## config.mk

```make
export PLATFORM = sky130hd
export DESIGN_NAME = emp_port
export DESIGN_NICKNAME = d
export VERILOG_FILES = /design/src/emp_pkg.sv /design/src/emp_sync.sv /design/src/emp_attr_cell.sv /design/src/emp_port.sv
export SDC_FILE = /design/constraint.sdc
export NUM_CORES = 1
export LEC_CHECK = 0
export ABC_AREA = 1
export BUFFER_PORTS_ARGS = -buffer_cell sky130_fd_sc_hd__buf_4
export CORE_MARGIN = 2
export CORE_UTILIZATION = 50
export DETAILED_ROUTE_END_ITERATION = 10
export GPL_ROUTABILITY_DRIVEN = 0
export GPL_TIMING_DRIVEN = 0
export PLACE_DENSITY = 0.86
export SYNTH_ARGS = -nofsm -noshare
export SYNTH_HDL_FRONTEND = slang
export SYNTH_HIERARCHICAL = 1
export SYNTH_SLANG_ARGS = --single-unit
```

## constraint.sdc

```tcl
create_clock -name ref_clk -period 1.8 [get_ports ref_clk]
set_input_delay 0.09 -clock ref_clk [delete_from_list [all_inputs] [get_ports ref_clk]]
set_output_delay 0.09 -clock ref_clk [all_outputs]
set_load 0.01 [all_outputs]
```

## src/emp_pkg.sv

```systemverilog
// Package: constants and state encoding for the external memory port
package emp_pkg;
  localparam int EMP_ADDR_W = 24;
  localparam int EMP_DATA_W = 24;
  localparam int EMP_ATTR_N = 4;
  localparam int EMP_CNT_W = 8;
  localparam int EMP_WAIT_STATES_DEF = 1;
  localparam int EMP_REFRESH_CYCLES_DEF = 2;
  localparam logic [EMP_ADDR_W-1:0] EMP_ADDR_RST = 24'h000000;
  localparam logic [EMP_DATA_W-1:0] EMP_DATA_RST = 24'h000000;
  localparam logic [EMP_CNT_W-1:0] EMP_CNT_RST = 8'h00;
  localparam logic [EMP_CNT_W-1:0] EMP_CNT_ONE = 8'h01;
  localparam logic [EMP_ATTR_N-1:0] EMP_ATTR_ALL = 4'hF;

  typedef enum logic [2:0]
  {
    EMP_IDLE = 3'b000,
    EMP_SETUP = 3'b001,
    EMP_STROBE = 3'b010,
    EMP_DONE = 3'b011,
    EMP_REFRESH = 3'b100
  } emp_state_e;
endpackage

```

## src/emp_sync.sv

```systemverilog
// Two-flop synchroniser for pin inputs
`timescale 1ns/10ps
module emp_sync
  import emp_pkg::*;
#(
  parameter int WIDTH = 1,
  parameter logic [WIDTH-1:0] RST_VAL = '0
)
(
  // Clock and reset
  input wire logic ref_clk,
  input wire logic rst,
  // Data
  input wire logic [WIDTH-1:0] din,
  output logic [WIDTH-1:0] dout
);
  logic [WIDTH-1:0] meta_q;
  logic [WIDTH-1:0] meta_d;
  logic [WIDTH-1:0] sync_q;
  logic [WIDTH-1:0] sync_d;

  always_comb
  begin
    meta_d = din;
    sync_d = meta_q;
  end

  always_ff @(posedge ref_clk)
  begin
    if (rst)
    begin
      meta_q <= RST_VAL;
      sync_q <= RST_VAL;
    end
    else
    begin
      meta_q <= meta_d;
      sync_q <= sync_d;
    end
  end

  assign dout = sync_q;
endmodule

```

## src/emp_attr_cell.sv

```systemverilog
// One attribute / row strobe output line
`timescale 1ns/10ps
module emp_attr_cell
  import emp_pkg::*;
(
  // Clock and reset
  input wire logic ref_clk,
  input wire logic rst,
  // Control
  input wire logic acc_active,
  input wire logic row_active,
  input wire logic dram_mode,
  input wire logic as_addr,
  input wire logic addr_bit,
  input wire logic sel,
  input wire logic active_high,
  // Pin level
  output logic pin_level
);
  logic lvl;
  logic pin_q;
  logic pin_d;

  always_comb
  begin
    if (dram_mode)
      lvl = row_active & sel;
    else if (as_addr)
      lvl = acc_active & addr_bit;
    else
      lvl = acc_active & sel;
    // Inactive level is restored as soon as the cycle ends
    pin_d = active_high ? lvl : ~lvl;
  end

  always_ff @(posedge ref_clk)
  begin
    if (rst)
      pin_q <= 1'b1;
    else
      pin_q <= pin_d;
  end

  assign pin_level = pin_q;
endmodule

```

## src/emp_port.sv

```systemverilog
// External memory expansion port: pin drivers, access sequencer, stand-by release
`timescale 1ns/10ps
module emp_port
  import emp_pkg::*;
#(
  parameter int WAIT_STATES = EMP_WAIT_STATES_DEF,
  parameter int REFRESH_CYCLES = EMP_REFRESH_CYCLES_DEF
)
(
  // Clock and reset
  input wire logic ref_clk,
  input wire logic rst,
  // Core access request
  input wire logic acc_req,
  input wire logic acc_write,
  input wire logic [EMP_ADDR_W-1:0] acc_addr,
  input wire logic [EMP_DATA_W-1:0] acc_wdata,
  input wire logic [EMP_ATTR_N-1:0] acc_attr_sel,
  input wire logic [EMP_ATTR_N-1:0] acc_attr_addr,
  output logic acc_ready,
  output logic acc_done,
  output logic [EMP_DATA_W-1:0] acc_rdata,
  // Configuration and power modes
  input wire logic [EMP_ATTR_N-1:0] attr_active_high,
  input wire logic [EMP_ATTR_N-1:0] attr_as_addr,
  input wire logic dram_mode,
  input wire logic refresh_en,
  input wire logic refresh_tick,
  input wire logic stop_mode,
  input wire logic wait_mode,
  // Arbitration pin
  input wire logic bus_grant_n_pin,
  // Address pins
  output logic [EMP_ADDR_W-1:0] addr_out,
  output logic addr_oe,
  // Data pins
  input wire logic [EMP_DATA_W-1:0] data_in_pin,
  output logic [EMP_DATA_W-1:0] data_out,
  output logic data_oe,
  // Attribute / row strobe pins
  output logic [EMP_ATTR_N-1:0] attr_or_row_strobe,
  output logic attr_oe,
  // Strobe and control pins
  output logic rd_n,
  output logic rd_oe,
  output logic wr_n,
  output logic wr_oe,
  output logic bus_busy_line_n,
  output logic bus_busy_oe,
  output logic cas_n,
  output logic cas_oe,
  output logic bclk,
  output logic bclk_n,
  output logic bclk_oe
);
  localparam logic [EMP_CNT_W-1:0] STROBE_LEN = EMP_CNT_W'(WAIT_STATES + 1);
  localparam logic [EMP_CNT_W-1:0] REFRESH_LEN = EMP_CNT_W'(REFRESH_CYCLES);

  ////////////////////////////////////////////////////////////////////////////
  // Pin input synchronisers
  logic grant_n_s;
  logic [EMP_DATA_W-1:0] data_in_s;

  emp_sync #(.WIDTH(1), .RST_VAL(1'b1)) u_sync_grant
  (
    .ref_clk(ref_clk),
    .rst(rst),
    .din(bus_grant_n_pin),
    .dout(grant_n_s)
  );

  emp_sync #(.WIDTH(EMP_DATA_W), .RST_VAL(EMP_DATA_RST)) u_sync_data
  (
    .ref_clk(ref_clk),
    .rst(rst),
    .din(data_in_pin),
    .dout(data_in_s)
  );

  ////////////////////////////////////////////////////////////////////////////
  // Sequencer state
  emp_state_e state_q;
  emp_state_e state_d;
  logic [EMP_CNT_W-1:0] cnt_q;
  logic [EMP_CNT_W-1:0] cnt_d;
  logic master_q;
  logic master_d;
  logic refr_pend_q;
  logic refr_pend_d;
  logic write_q;
  logic write_d;
  logic [EMP_ADDR_W-1:0] addr_q;
  logic [EMP_ADDR_W-1:0] addr_d;
  logic [EMP_DATA_W-1:0] wdata_q;
  logic [EMP_DATA_W-1:0] wdata_d;
  logic [EMP_DATA_W-1:0] rdata_q;
  logic [EMP_DATA_W-1:0] rdata_d;
  logic [EMP_ATTR_N-1:0] sel_q;
  logic [EMP_ATTR_N-1:0] sel_d;
  logic [EMP_ATTR_N-1:0] xaddr_q;
  logic [EMP_ATTR_N-1:0] xaddr_d;
  logic done_q;
  logic done_d;
  logic rd_n_q;
  logic rd_n_d;
  logic wr_n_q;
  logic wr_n_d;
  logic cas_n_q;
  logic cas_n_d;
  logic bclk_q;
  logic bclk_d;
  logic standby;
  logic in_cycle;
  logic take;
  logic refr_go;

  always_comb
  begin
    standby = stop_mode | wait_mode;
    in_cycle = (state_q != EMP_IDLE);
    take = acc_req & acc_ready;
    refr_go = (state_q == EMP_IDLE) & master_q & refr_pend_q & ~take;
    state_d = state_q;
    cnt_d = cnt_q;
    write_d = write_q;
    addr_d = addr_q;
    wdata_d = wdata_q;
    rdata_d = rdata_q;
    sel_d = sel_q;
    xaddr_d = xaddr_q;
    done_d = 1'b0;
    rd_n_d = 1'b1;
    wr_n_d = 1'b1;
    cas_n_d = 1'b1;
    bclk_d = master_q ? ~bclk_q : 1'b0;
    // New tick wins over the clear when refresh starts
    refr_pend_d = (refr_pend_q & ~refr_go) | (refresh_tick & refresh_en & dram_mode);
    // A running cycle always finishes before the bus is given up
    if (in_cycle)
      master_d = 1'b1;
    else if (stop_mode)
      master_d = 1'b0;
    else if (wait_mode)
      master_d = ~grant_n_s & refresh_en & refr_pend_q;
    else
      master_d = ~grant_n_s;
    case (state_q)
      EMP_IDLE:
      begin
        if (take)
        begin
          state_d = EMP_SETUP;
          write_d = acc_write;
          addr_d = acc_addr;
          wdata_d = acc_wdata;
          sel_d = acc_attr_sel;
          xaddr_d = acc_attr_addr;
        end
        else if (refr_go)
        begin
          state_d = EMP_REFRESH;
          cnt_d = REFRESH_LEN;
          cas_n_d = 1'b0;
        end
      end
      EMP_SETUP:
      begin
        state_d = EMP_STROBE;
        cnt_d = STROBE_LEN;
        rd_n_d = write_q;
        wr_n_d = ~write_q;
        cas_n_d = ~dram_mode;
      end
      EMP_STROBE:
      begin
        if (cnt_q == EMP_CNT_ONE)
          state_d = EMP_DONE;
        else
        begin
          cnt_d = cnt_q - EMP_CNT_ONE;
          rd_n_d = write_q;
          wr_n_d = ~write_q;
          cas_n_d = ~dram_mode;
        end
      end
      EMP_DONE:
      begin
        state_d = EMP_IDLE;
        done_d = 1'b1;
        if (!write_q)
          rdata_d = data_in_s;
      end
      EMP_REFRESH:
      begin
        // Column strobe leads the row strobes for a refresh cycle
        if (cnt_q == EMP_CNT_ONE)
          state_d = EMP_IDLE;
        else
        begin
          cnt_d = cnt_q - EMP_CNT_ONE;
          cas_n_d = 1'b0;
        end
      end
      default:
      begin
        state_d = EMP_IDLE;
        cnt_d = EMP_CNT_RST;
      end
    endcase
  end

  always_ff @(posedge ref_clk)
  begin
    if (rst)
    begin
      state_q <= EMP_IDLE;
      cnt_q <= EMP_CNT_RST;
      master_q <= 1'b0;
      refr_pend_q <= 1'b0;
      write_q <= 1'b0;
      addr_q <= EMP_ADDR_RST;
      wdata_q <= EMP_DATA_RST;
      rdata_q <= EMP_DATA_RST;
      sel_q <= '0;
      xaddr_q <= '0;
      done_q <= 1'b0;
      rd_n_q <= 1'b1;
      wr_n_q <= 1'b1;
      cas_n_q <= 1'b1;
      bclk_q <= 1'b0;
    end
    else
    begin
      state_q <= state_d;
      cnt_q <= cnt_d;
      master_q <= master_d;
      refr_pend_q <= refr_pend_d;
      write_q <= write_d;
      addr_q <= addr_d;
      wdata_q <= wdata_d;
      rdata_q <= rdata_d;
      sel_q <= sel_d;
      xaddr_q <= xaddr_d;
      done_q <= done_d;
      rd_n_q <= rd_n_d;
      wr_n_q <= wr_n_d;
      cas_n_q <= cas_n_d;
      bclk_q <= bclk_d;
    end
  end

  ////////////////////////////////////////////////////////////////////////////
  // Attribute / row strobe lines
  logic acc_phase;
  logic row_phase;
  logic [EMP_ATTR_N-1:0] row_sel;

  always_comb
  begin
    acc_phase = (state_d == EMP_SETUP) | (state_d == EMP_STROBE);
    row_phase = acc_phase | (state_q == EMP_REFRESH);
    row_sel = (state_q == EMP_REFRESH) ? EMP_ATTR_ALL : sel_d;
  end

  for (genvar i = 0; i < EMP_ATTR_N; i++)
  begin : g_attr
    emp_attr_cell u_cell
    (
      .ref_clk(ref_clk),
      .rst(rst),
      .acc_active(acc_phase),
      .row_active(row_phase),
      .dram_mode(dram_mode),
      .as_addr(attr_as_addr[i]),
      .addr_bit(xaddr_d[i]),
      .sel(row_sel[i]),
      .active_high(attr_active_high[i]),
      .pin_level(attr_or_row_strobe[i])
    );
  end

  ////////////////////////////////////////////////////////////////////////////
  // Pin drive; every enable except data_oe follows the one mastership flag
  always_comb
  begin
    acc_ready = (state_q == EMP_IDLE) & master_q & ~standby;
    acc_done = done_q;
    acc_rdata = rdata_q;
    addr_out = addr_q;
    addr_oe = master_q;
    data_out = wdata_q;
    data_oe = master_q & write_q & in_cycle & (state_q != EMP_REFRESH);
    attr_oe = master_q;
    rd_n = rd_n_q;
    rd_oe = master_q;
    wr_n = wr_n_q;
    wr_oe = master_q;
    bus_busy_line_n = ~master_q;
    bus_busy_oe = master_q;
    cas_n = cas_n_q;
    cas_oe = master_q;
    bclk = bclk_q;
    bclk_n = ~bclk_q;
    bclk_oe = master_q;
  end
endmodule

```

* After elaboration in Yosys (flattened, before gate mapping)
Cells that the tools add are included.
** Cells by class
- $add $sub $neg :: 1
- Eq/ne operators :: 11
- Mux-type cells :: 39
- Bitwise logic cells :: 42
- Reduce and logical (&&, ||, !) cells :: 7
** Operators by type and width (number)
- case mux 8 bit (4 select lines) :: 1
- AND 1 bit :: 25
- two-way mux 8 bit :: 3
- two-way mux 1 bit :: 22
- two-way mux 4 bit :: 5
- NOT 1 bit :: 13
- two-way mux 3 bit :: 4
- case mux 3 bit (4 select lines) :: 1
- equality test 3 x 2 -> 1 bit, second input constant :: 3
- equality test 8 x 1 -> 1 bit, second input constant :: 1
- subtractor 8 x 1 -> 8 bit, second input constant :: 1
- equality test 3 x 1 -> 1 bit, second input constant :: 2
- inequality test 2 bit, second input constant :: 3
- bitwise OR 1 bit :: 4
- case mux 1 bit (2 select lines) :: 2
- case mux 1 bit (4 select lines) :: 1
- AND reduction 2 bit :: 2
- AND reduction 4 bit :: 1
- OR reduction 2 bit :: 2
- equality test 3 bit, second input constant :: 1
- zero test 3 bit :: 1
- inequality test 3 bit, second input constant :: 1
- nonzero test 3 bit :: 1
** Storage, ports and cells
- Register bits :: 153
- Bits of input ports :: 98
- Output and inout bits :: 92
- Word-level logic and storage cells :: 123

* Logic depth before layout (Yosys ltp)
- Depth in word-level cells :: 16
- Depth in mapped cells :: 13
- Depth with buffers taken out :: 12

* Hierarchy
Netlist, hierarchy kept.
** Modules (own cells, without submodules)
- emp_port :: times used 1, cells each 496, area each 3818.7 um^2, sequential area each 1981.9 um^2
- emp_sync at u_sync_data :: times used 1, cells each 149, area each 1365.1 um^2, sequential area each 960.9 um^2
- emp_attr_cell :: times used 4, cells each 16, area each 93.8 um^2, sequential area each 20.0 um^2
- emp_sync at u_sync_grant :: times used 1, cells each 7, area each 58.8 um^2, sequential area each 40.0 um^2

* Worst setup path before layout
Ideal clock, no wire load.
- Kind :: reg2reg
- Start point :: reg master_q (netlist: addr_oe)
- End point :: reg g_attr[0].u_cell.pin_q
- Setup time :: 0.117 ns
- Arrival :: 1.714 ns
- Required time :: 1.683 ns
- Slack :: -0.031 ns
- Stages on the path, launching flop included :: 10
- Buffers on the path :: 1
- Period minus slack after synthesis :: 1.831 ns
- Cells stage by stage :: dfxtp_1 > nand3_2 > nor2_2 > nand2_1 > buf_4 > a21boi_2 > or2_2 > nand3_1 > nand3_1 > nand3_2
** On the way
- Longest elaborated chain between the ends :: 15
- Elaborated cells between the ends (all ways) :: 25
- Those cells by class :: eq/ne (2); mux (11); bitwise (12)
** RTL lines
- start: declaration :: RTL line emp_port.sv:86 : logic master_q;
- start signal: assignment :: RTL line emp_port.sv:236 : master_q <= master_d;
- AND 1 bit * (2 in a row) :: RTL line emp_port.sv:286 : acc_ready = (state_q == EMP_IDLE) & master_q & ~standby;
- via acc_ready :: RTL line emp_port.sv:20 : output logic acc_ready,
- AND 1 bit * :: RTL line emp_port.sv:121 : take = acc_req & acc_ready;
- NOT 1 bit :: RTL line emp_port.sv:122 : refr_go = (state_q == EMP_IDLE) & master_q & refr_pend_q & ~take;
- AND 1 bit :: RTL line emp_port.sv:122
- two-way mux 3 bit :: RTL line emp_port.sv:159 : else if (refr_go)
- two-way mux 3 bit * :: RTL line emp_port.sv:150 : if (take)
- case mux 3 bit (4 select lines) * :: RTL line emp_port.sv:147 : case (state_q)
- equality test 3 x 1 -> 1 bit or equality test 3 x 2 -> 1 bit (tied branches) :: RTL line emp_port.sv:260 : acc_phase = (state_d == EMP_SETUP) | (state_d == EMP_STROBE);
- bitwise OR 1 bit * :: RTL line emp_port.sv:260
- via acc_phase :: RTL line emp_port.sv:254 : logic acc_phase;
- bitwise OR 1 bit * :: RTL line emp_port.sv:261 : row_phase = acc_phase | (state_q == EMP_REFRESH);
- via row_phase :: RTL line emp_port.sv:255 : logic row_phase;
- AND 1 bit * :: RTL line emp_attr_cell.sv:27 : lvl = row_active & sel;
- two-way mux 1 bit * :: RTL line emp_attr_cell.sv:26 : if (dram_mode)
- NOT 1 bit :: RTL line emp_attr_cell.sv:33 : pin_d = active_high ? lvl : ~lvl;
- two-way mux 1 bit * :: RTL line emp_attr_cell.sv:33
- end signal: assignment :: RTL line emp_attr_cell.sv:41 : pin_q <= pin_d;
- end: declaration :: RTL line emp_attr_cell.sv:21 : logic pin_q;
The timed path passes the listed nets; every way through them passes the cells marked *.
A chain may end at the register's enable or synchronous reset.

* Worst setup path after layout
- Start point :: reg state_q[1]
- End point :: reg g_attr[2].u_cell.pin_q
** On the way
- Elaborated cells between the ends (all ways) :: 31
- Those cells by class :: eq/ne (5); mux (13); bitwise (12); reduce/logical (1)
** RTL lines
- start: declaration :: RTL line emp_port.sv:82 : emp_state_e state_q;
- start signal: assignment :: RTL line emp_port.sv:234 : state_q <= state_d;
- zero test 3 bit * :: RTL line emp_port.sv:147, emp_port.sv:286
- AND 1 bit (2 in a row) :: RTL line emp_port.sv:286
- AND 1 bit :: RTL line emp_port.sv:121
- two-way mux 4 bit :: RTL line emp_port.sv:150
- two-way mux 4 bit * :: RTL line emp_port.sv:147
- via xaddr_d[2] :: RTL line emp_port.sv:101 : logic [EMP_ATTR_N-1:0] xaddr_d;
- AND 1 bit * :: RTL line emp_attr_cell.sv:29 : lvl = acc_active & addr_bit;
- two-way mux 1 bit * :: RTL line emp_attr_cell.sv:28 : else if (as_addr)
- two-way mux 1 bit * :: RTL line emp_attr_cell.sv:26
- NOT 1 bit :: RTL line emp_attr_cell.sv:33
- two-way mux 1 bit * :: RTL line emp_attr_cell.sv:33
- end signal: assignment :: RTL line emp_attr_cell.sv:41
- end: declaration :: RTL line emp_attr_cell.sv:21
Marked as above.

==> flow_summary_export.csv <==
group,metric,value,unit
drt,drtIter0Drc,443,
drt,firstDrtPassIters,5,
synthesis,synth_cell_types,33,
placed_design,place_ws,-0.298,ns
critical_path,r2r.worst_path.cells,12,
clock_network,path_clk_slew,0.07,ns
timing,final_max_slew_viol_count,0,
status,failed_checks,"negative setup slack",
critical_path,worst_setup_path_startpoint,"state_q[1]",
synthesis,synth.top_cell.area_share,54.5,%
global_routing,global_route.overflow_total,0,
final_layout,finalNetCount,1138,
placed_design,dp_hpwl,9770,um
synthesis,postSynthCellCount,716,
synthesis,mean_cell_area_of_the_mapped_netlist,7.85,um^2
timing,worst_case_headroom_to_the_max_slew_limit,66.6,%
critical_path,critPathCapture,"g_attr[2].u_cell/pin_level",
worst_hold_path,min_delay_worst_type,"input port to register",
timing,finalCritPeriodShare,101,%
clock_network,cts_max_level,4,
global_routing,grt_pass1_vias,5792,
drt,route.antenna.remaining_nets,0,
critical_path,start_kind,"register",
synthesis,synth_sequential_area_ratio,54.5,%
global_routing,grt_max_degree,19,
status,run_status,"complete, but fails checks",
final_layout,post_route_cells_drive_above_1_share,29.0,%
timing,count_of_final_setup_violators,4,
final_layout,layout_common_cells,"sky130_fd_sc_hd__nor2_1 (216), sky130_fd_sc_hd__buf_4 (206), sky130_fd_sc_hd__dfxtp_1 (149)",
worst_hold_path,holdPathStages,6,
timing,fmaxAchievable,551,MHz
pwr,cellLeakagePower,4.39,nW
floorplanning,floorplan.rows,38,
floorplanning,start_util,51.6,%
pwr,pwr_density_cell,831,nW/um^2
timing,report.final.hold_viol_count,0,
floorplanning,placeableCoreArea,10900,um^2
critical_path,timing.critical_path.arrival,2.23,ns
timing,finalWorstPathRequiredPeriod,1.82,ns
final_layout,multi_input_gate_area_in_the_final_layout,2130,um^2
floorplanning,die_height,110,um
clock_network,tritoncts,"yes",
timing,rsz0062_at_grt,"true",
final_layout,utilization,83.3,%
critical_path,worstPathMaxFanout,5,
drt,drcViolationCount,0,
clock_network,numClockSinks,153,
synthesis,synth.yosys.warnings,6,
synthesis,synth_top_cell_by_area,"sky130_fd_sc_hd__dfxtp_1",
timing,layout_setup_ws,-0.0156,ns
pwr,post-layout-total-power,7.54,mW
final_layout,fillers,605,
run,drv.max_cap_violation_count,0,
critical_path,setup.worst_path.class,"register to register",
floorplanning,fp.dieArea,12100,um^2
placed_design,place_inst,1045,
drt,dr_total_vias,5953,
pwr,worst_ir_drop_vdd,0.816,mV
critical_path,critical_path.reg2reg.endpoint,"g_attr[2].u_cell/pin_level",
clock_network,cts_root_buffer,"sky130_fd_sc_hd__clkbuf_8",
synthesis,synthesis.nets,816,
final_layout,synthToLayoutAreaGrowth,61.5,%
drt,totalWireLength,18600,um
clock_network,worstSkewPairLatency,0.52,ns
timing,hold_ws,0.187,ns
clock_network,number_of_buffers_on_the_longest_clock_path,2,
clock_network,tritoncts.num_buffers,17,
global_routing,grt_first_pass_wirelength,26500,um
global_routing,globalRouteTotalUtil,28.4,%
critical_path,ff2ff_setup_slack,-0.02,ns
synthesis,syn_area,5620,um^2
timing,worst_slew_pin_slew,0.501,ns
critical_path,r2r_start,"state_q[1]",
critical_path,cp_data_required_time,2.22,ns
final_layout,most_frequent_standard_cell_in_the_layout_excluding_fill_and_tap_cells,"sky130_fd_sc_hd__nor2_1",
floorplanning,boundaryPins,190,
global_routing,antenna_found_initial,1,
drt,ratio_of_routed_vias_to_standard_cells,4.99,
synthesis,synth_seq_cells,153,
synthesis,main_area_contributors_after_synthesis,"sky130_fd_sc_hd__dfxtp_1 (55%), sky130_fd_sc_hd__nor2_1 (15%), sky130_fd_sc_hd__o21ai_0 (6.9%)",
placed_design,port_buffers,189,
final_layout,instances_no_fill,1193,
drt,post_drt_wl_per_cell,15.6,um
final_layout,sequential_cell_area,3070,um^2
floorplanning,chipWidth,110,um
critical_path,cp-end-kind,"register",
timing,final.setup_skew,0.0111,ns
==> cell families (layout without fill, tap and decap cells) <==
| family | count (synthesis) | in the layout | share of synthesized area, % |
|---|---|---|---|
| XOR/XNOR | 3 | 3 | 0.468 |
| adder cells (fa/ha/maj) | 2 | 2 | 0.445 |
| flip-flops | 153 | 153 | 54.5 |
| other | 0 | 2 | 0 |
| buffers and inverters | 132 | 465 | 10.2 |
| multiplexers | 4 | 4 | 0.713 |
| AO/OA/AOI/OAI | 97 | 97 | 9.00 |
| AND/OR/NAND/NOR | 325 | 327 | 24.7 |
==> worst min path at each step <==
stage,from,end,slack (ns)
after floorplan,bus_grant_n_pin,u_sync_grant/meta_q,0.17
after global placement,bus_grant_n_pin,u_sync_grant/meta_q,0.26
after detailed placement,bus_grant_n_pin,u_sync_grant/meta_q,0.27
after CTS,acc_req,sel_q[1],0.10
after global routing,wait_mode,sel_q[3],0.19
final,wait_mode,sel_q[3],0.19
==> cell usage after synthesis <==
| master | number |
|---|---|
| sky130_fd_sc_hd__a211o_1 | 1 |
| sky130_fd_sc_hd__a21boi_2 | 1 |
| sky130_fd_sc_hd__a21oi_1 | 13 |
| sky130_fd_sc_hd__a31oi_1 | 1 |
| sky130_fd_sc_hd__buf_2 | 4 |
| sky130_fd_sc_hd__buf_4 | 7 |
| sky130_fd_sc_hd__buf_6 | 6 |
| sky130_fd_sc_hd__clkbuf_1 | 19 |
| sky130_fd_sc_hd__clkinv_1 | 2 |
| sky130_fd_sc_hd__dfxtp_1 | 153 |
| sky130_fd_sc_hd__ha_1 | 2 |
| sky130_fd_sc_hd__inv_1 | 94 |
| sky130_fd_sc_hd__mux2i_1 | 4 |
| sky130_fd_sc_hd__nand2_1 | 52 |
| sky130_fd_sc_hd__nand2_2 | 1 |
| sky130_fd_sc_hd__nand2_4 | 1 |
| sky130_fd_sc_hd__nand3_1 | 22 |
| sky130_fd_sc_hd__nand3_2 | 9 |
| sky130_fd_sc_hd__nand3b_1 | 2 |
| sky130_fd_sc_hd__nand4_1 | 2 |
| sky130_fd_sc_hd__nor2_1 | 220 |
| sky130_fd_sc_hd__nor2_2 | 5 |
| sky130_fd_sc_hd__nor2_4 | 2 |
| sky130_fd_sc_hd__nor3_1 | 2 |
| sky130_fd_sc_hd__nor3_4 | 1 |
| sky130_fd_sc_hd__o2111ai_1 | 1 |
| sky130_fd_sc_hd__o211ai_1 | 1 |
| sky130_fd_sc_hd__o21ai_0 | 78 |
| sky130_fd_sc_hd__o21bai_1 | 1 |
| sky130_fd_sc_hd__or2_2 | 5 |
| sky130_fd_sc_hd__or2_4 | 1 |
| sky130_fd_sc_hd__xnor2_1 | 1 |
| sky130_fd_sc_hd__xor2_1 | 2 |
==> per-stage QoR <==
step           setup TNS [ns]  cell area [um^2]
6_report              -0.0416              9070
5_1_grt                 -1.59              9070
4_1_cts              -0.00111              8840
3_5_place_dp            -1.81              7210
3_3_place_gp            -1.62              7210
2_1_floorplan               0              5620
==> cell type report <==
cell class                 count  share of cell area (%)
buffer                        35                    2.27
multi-input combinational    433                    23.5
clock buffer                  17                    4.56
antenna                        2                  0.0551
sequential                   153                    33.8
timing repair buffer         302                    27.9
tap                          140                    1.93
clock inverter                15                    1.92
inverter                      96                    4.01
==> state kept, by name, summed over array words and instances, names as in the netlist, 3 cells and up <==
name / cells
acc_rdata: 24
addr_out: 24
data_out: 24
u_sync_data/dout: 24
u_sync_data/meta_q: 24
cnt_q: 8
g_attr.u_cell/pin_level: 4
sel_q: 4
xaddr_q: 4
state_q: 3
==> critical path: stages (launching register included) <==
cell and delay (ns):
sky130_fd_sc_hd__dfxtp_4 0.37, sky130_fd_sc_hd__nor2_4 0.15, sky130_fd_sc_hd__nand3_4 0.10, sky130_fd_sc_hd__buf_4 0.15
sky130_fd_sc_hd__nor3_4 0.26, sky130_fd_sc_hd__or2_2 0.17, sky130_fd_sc_hd__o21ai_2 0.06, sky130_fd_sc_hd__inv_1 0.06
sky130_fd_sc_hd__inv_1 0.04, sky130_fd_sc_hd__nand2_1 0.07, sky130_fd_sc_hd__nand3_2 0.09, sky130_fd_sc_hd__nand3_1 0.10
sky130_fd_sc_hd__nand3_2 0.07
==> repair_timing <==
item	4_1_cts	5_1_grt
hold buffers	99	1
resized for setup	9	38
hold endpoints to repair	95	1
buffers inserted	2	11
setup endpoints to repair	22	38
pin swaps	4	12
cloned	0	2
==> routing by layer <==
metal / vias up / part of all wire (%) / GRT usage, %
met5: - / 0 / 0
met2: 303 / 53 / 52.8
met1: 2724 / 35 / 29.1
met3: 83 / 7.6 / 7.35
li1: 2843 / - / -
met4: 0 / 4.5 / 14.8
==> power by group <==
group	internal, mW	leakage [nW]	switching, mW
sequential	3.44	1.25	0.0209
combinational	0.355	2.86	0.239
clock	1.81	0.282	1.67
No activity file was read; power rests on OpenSTA's default activity.
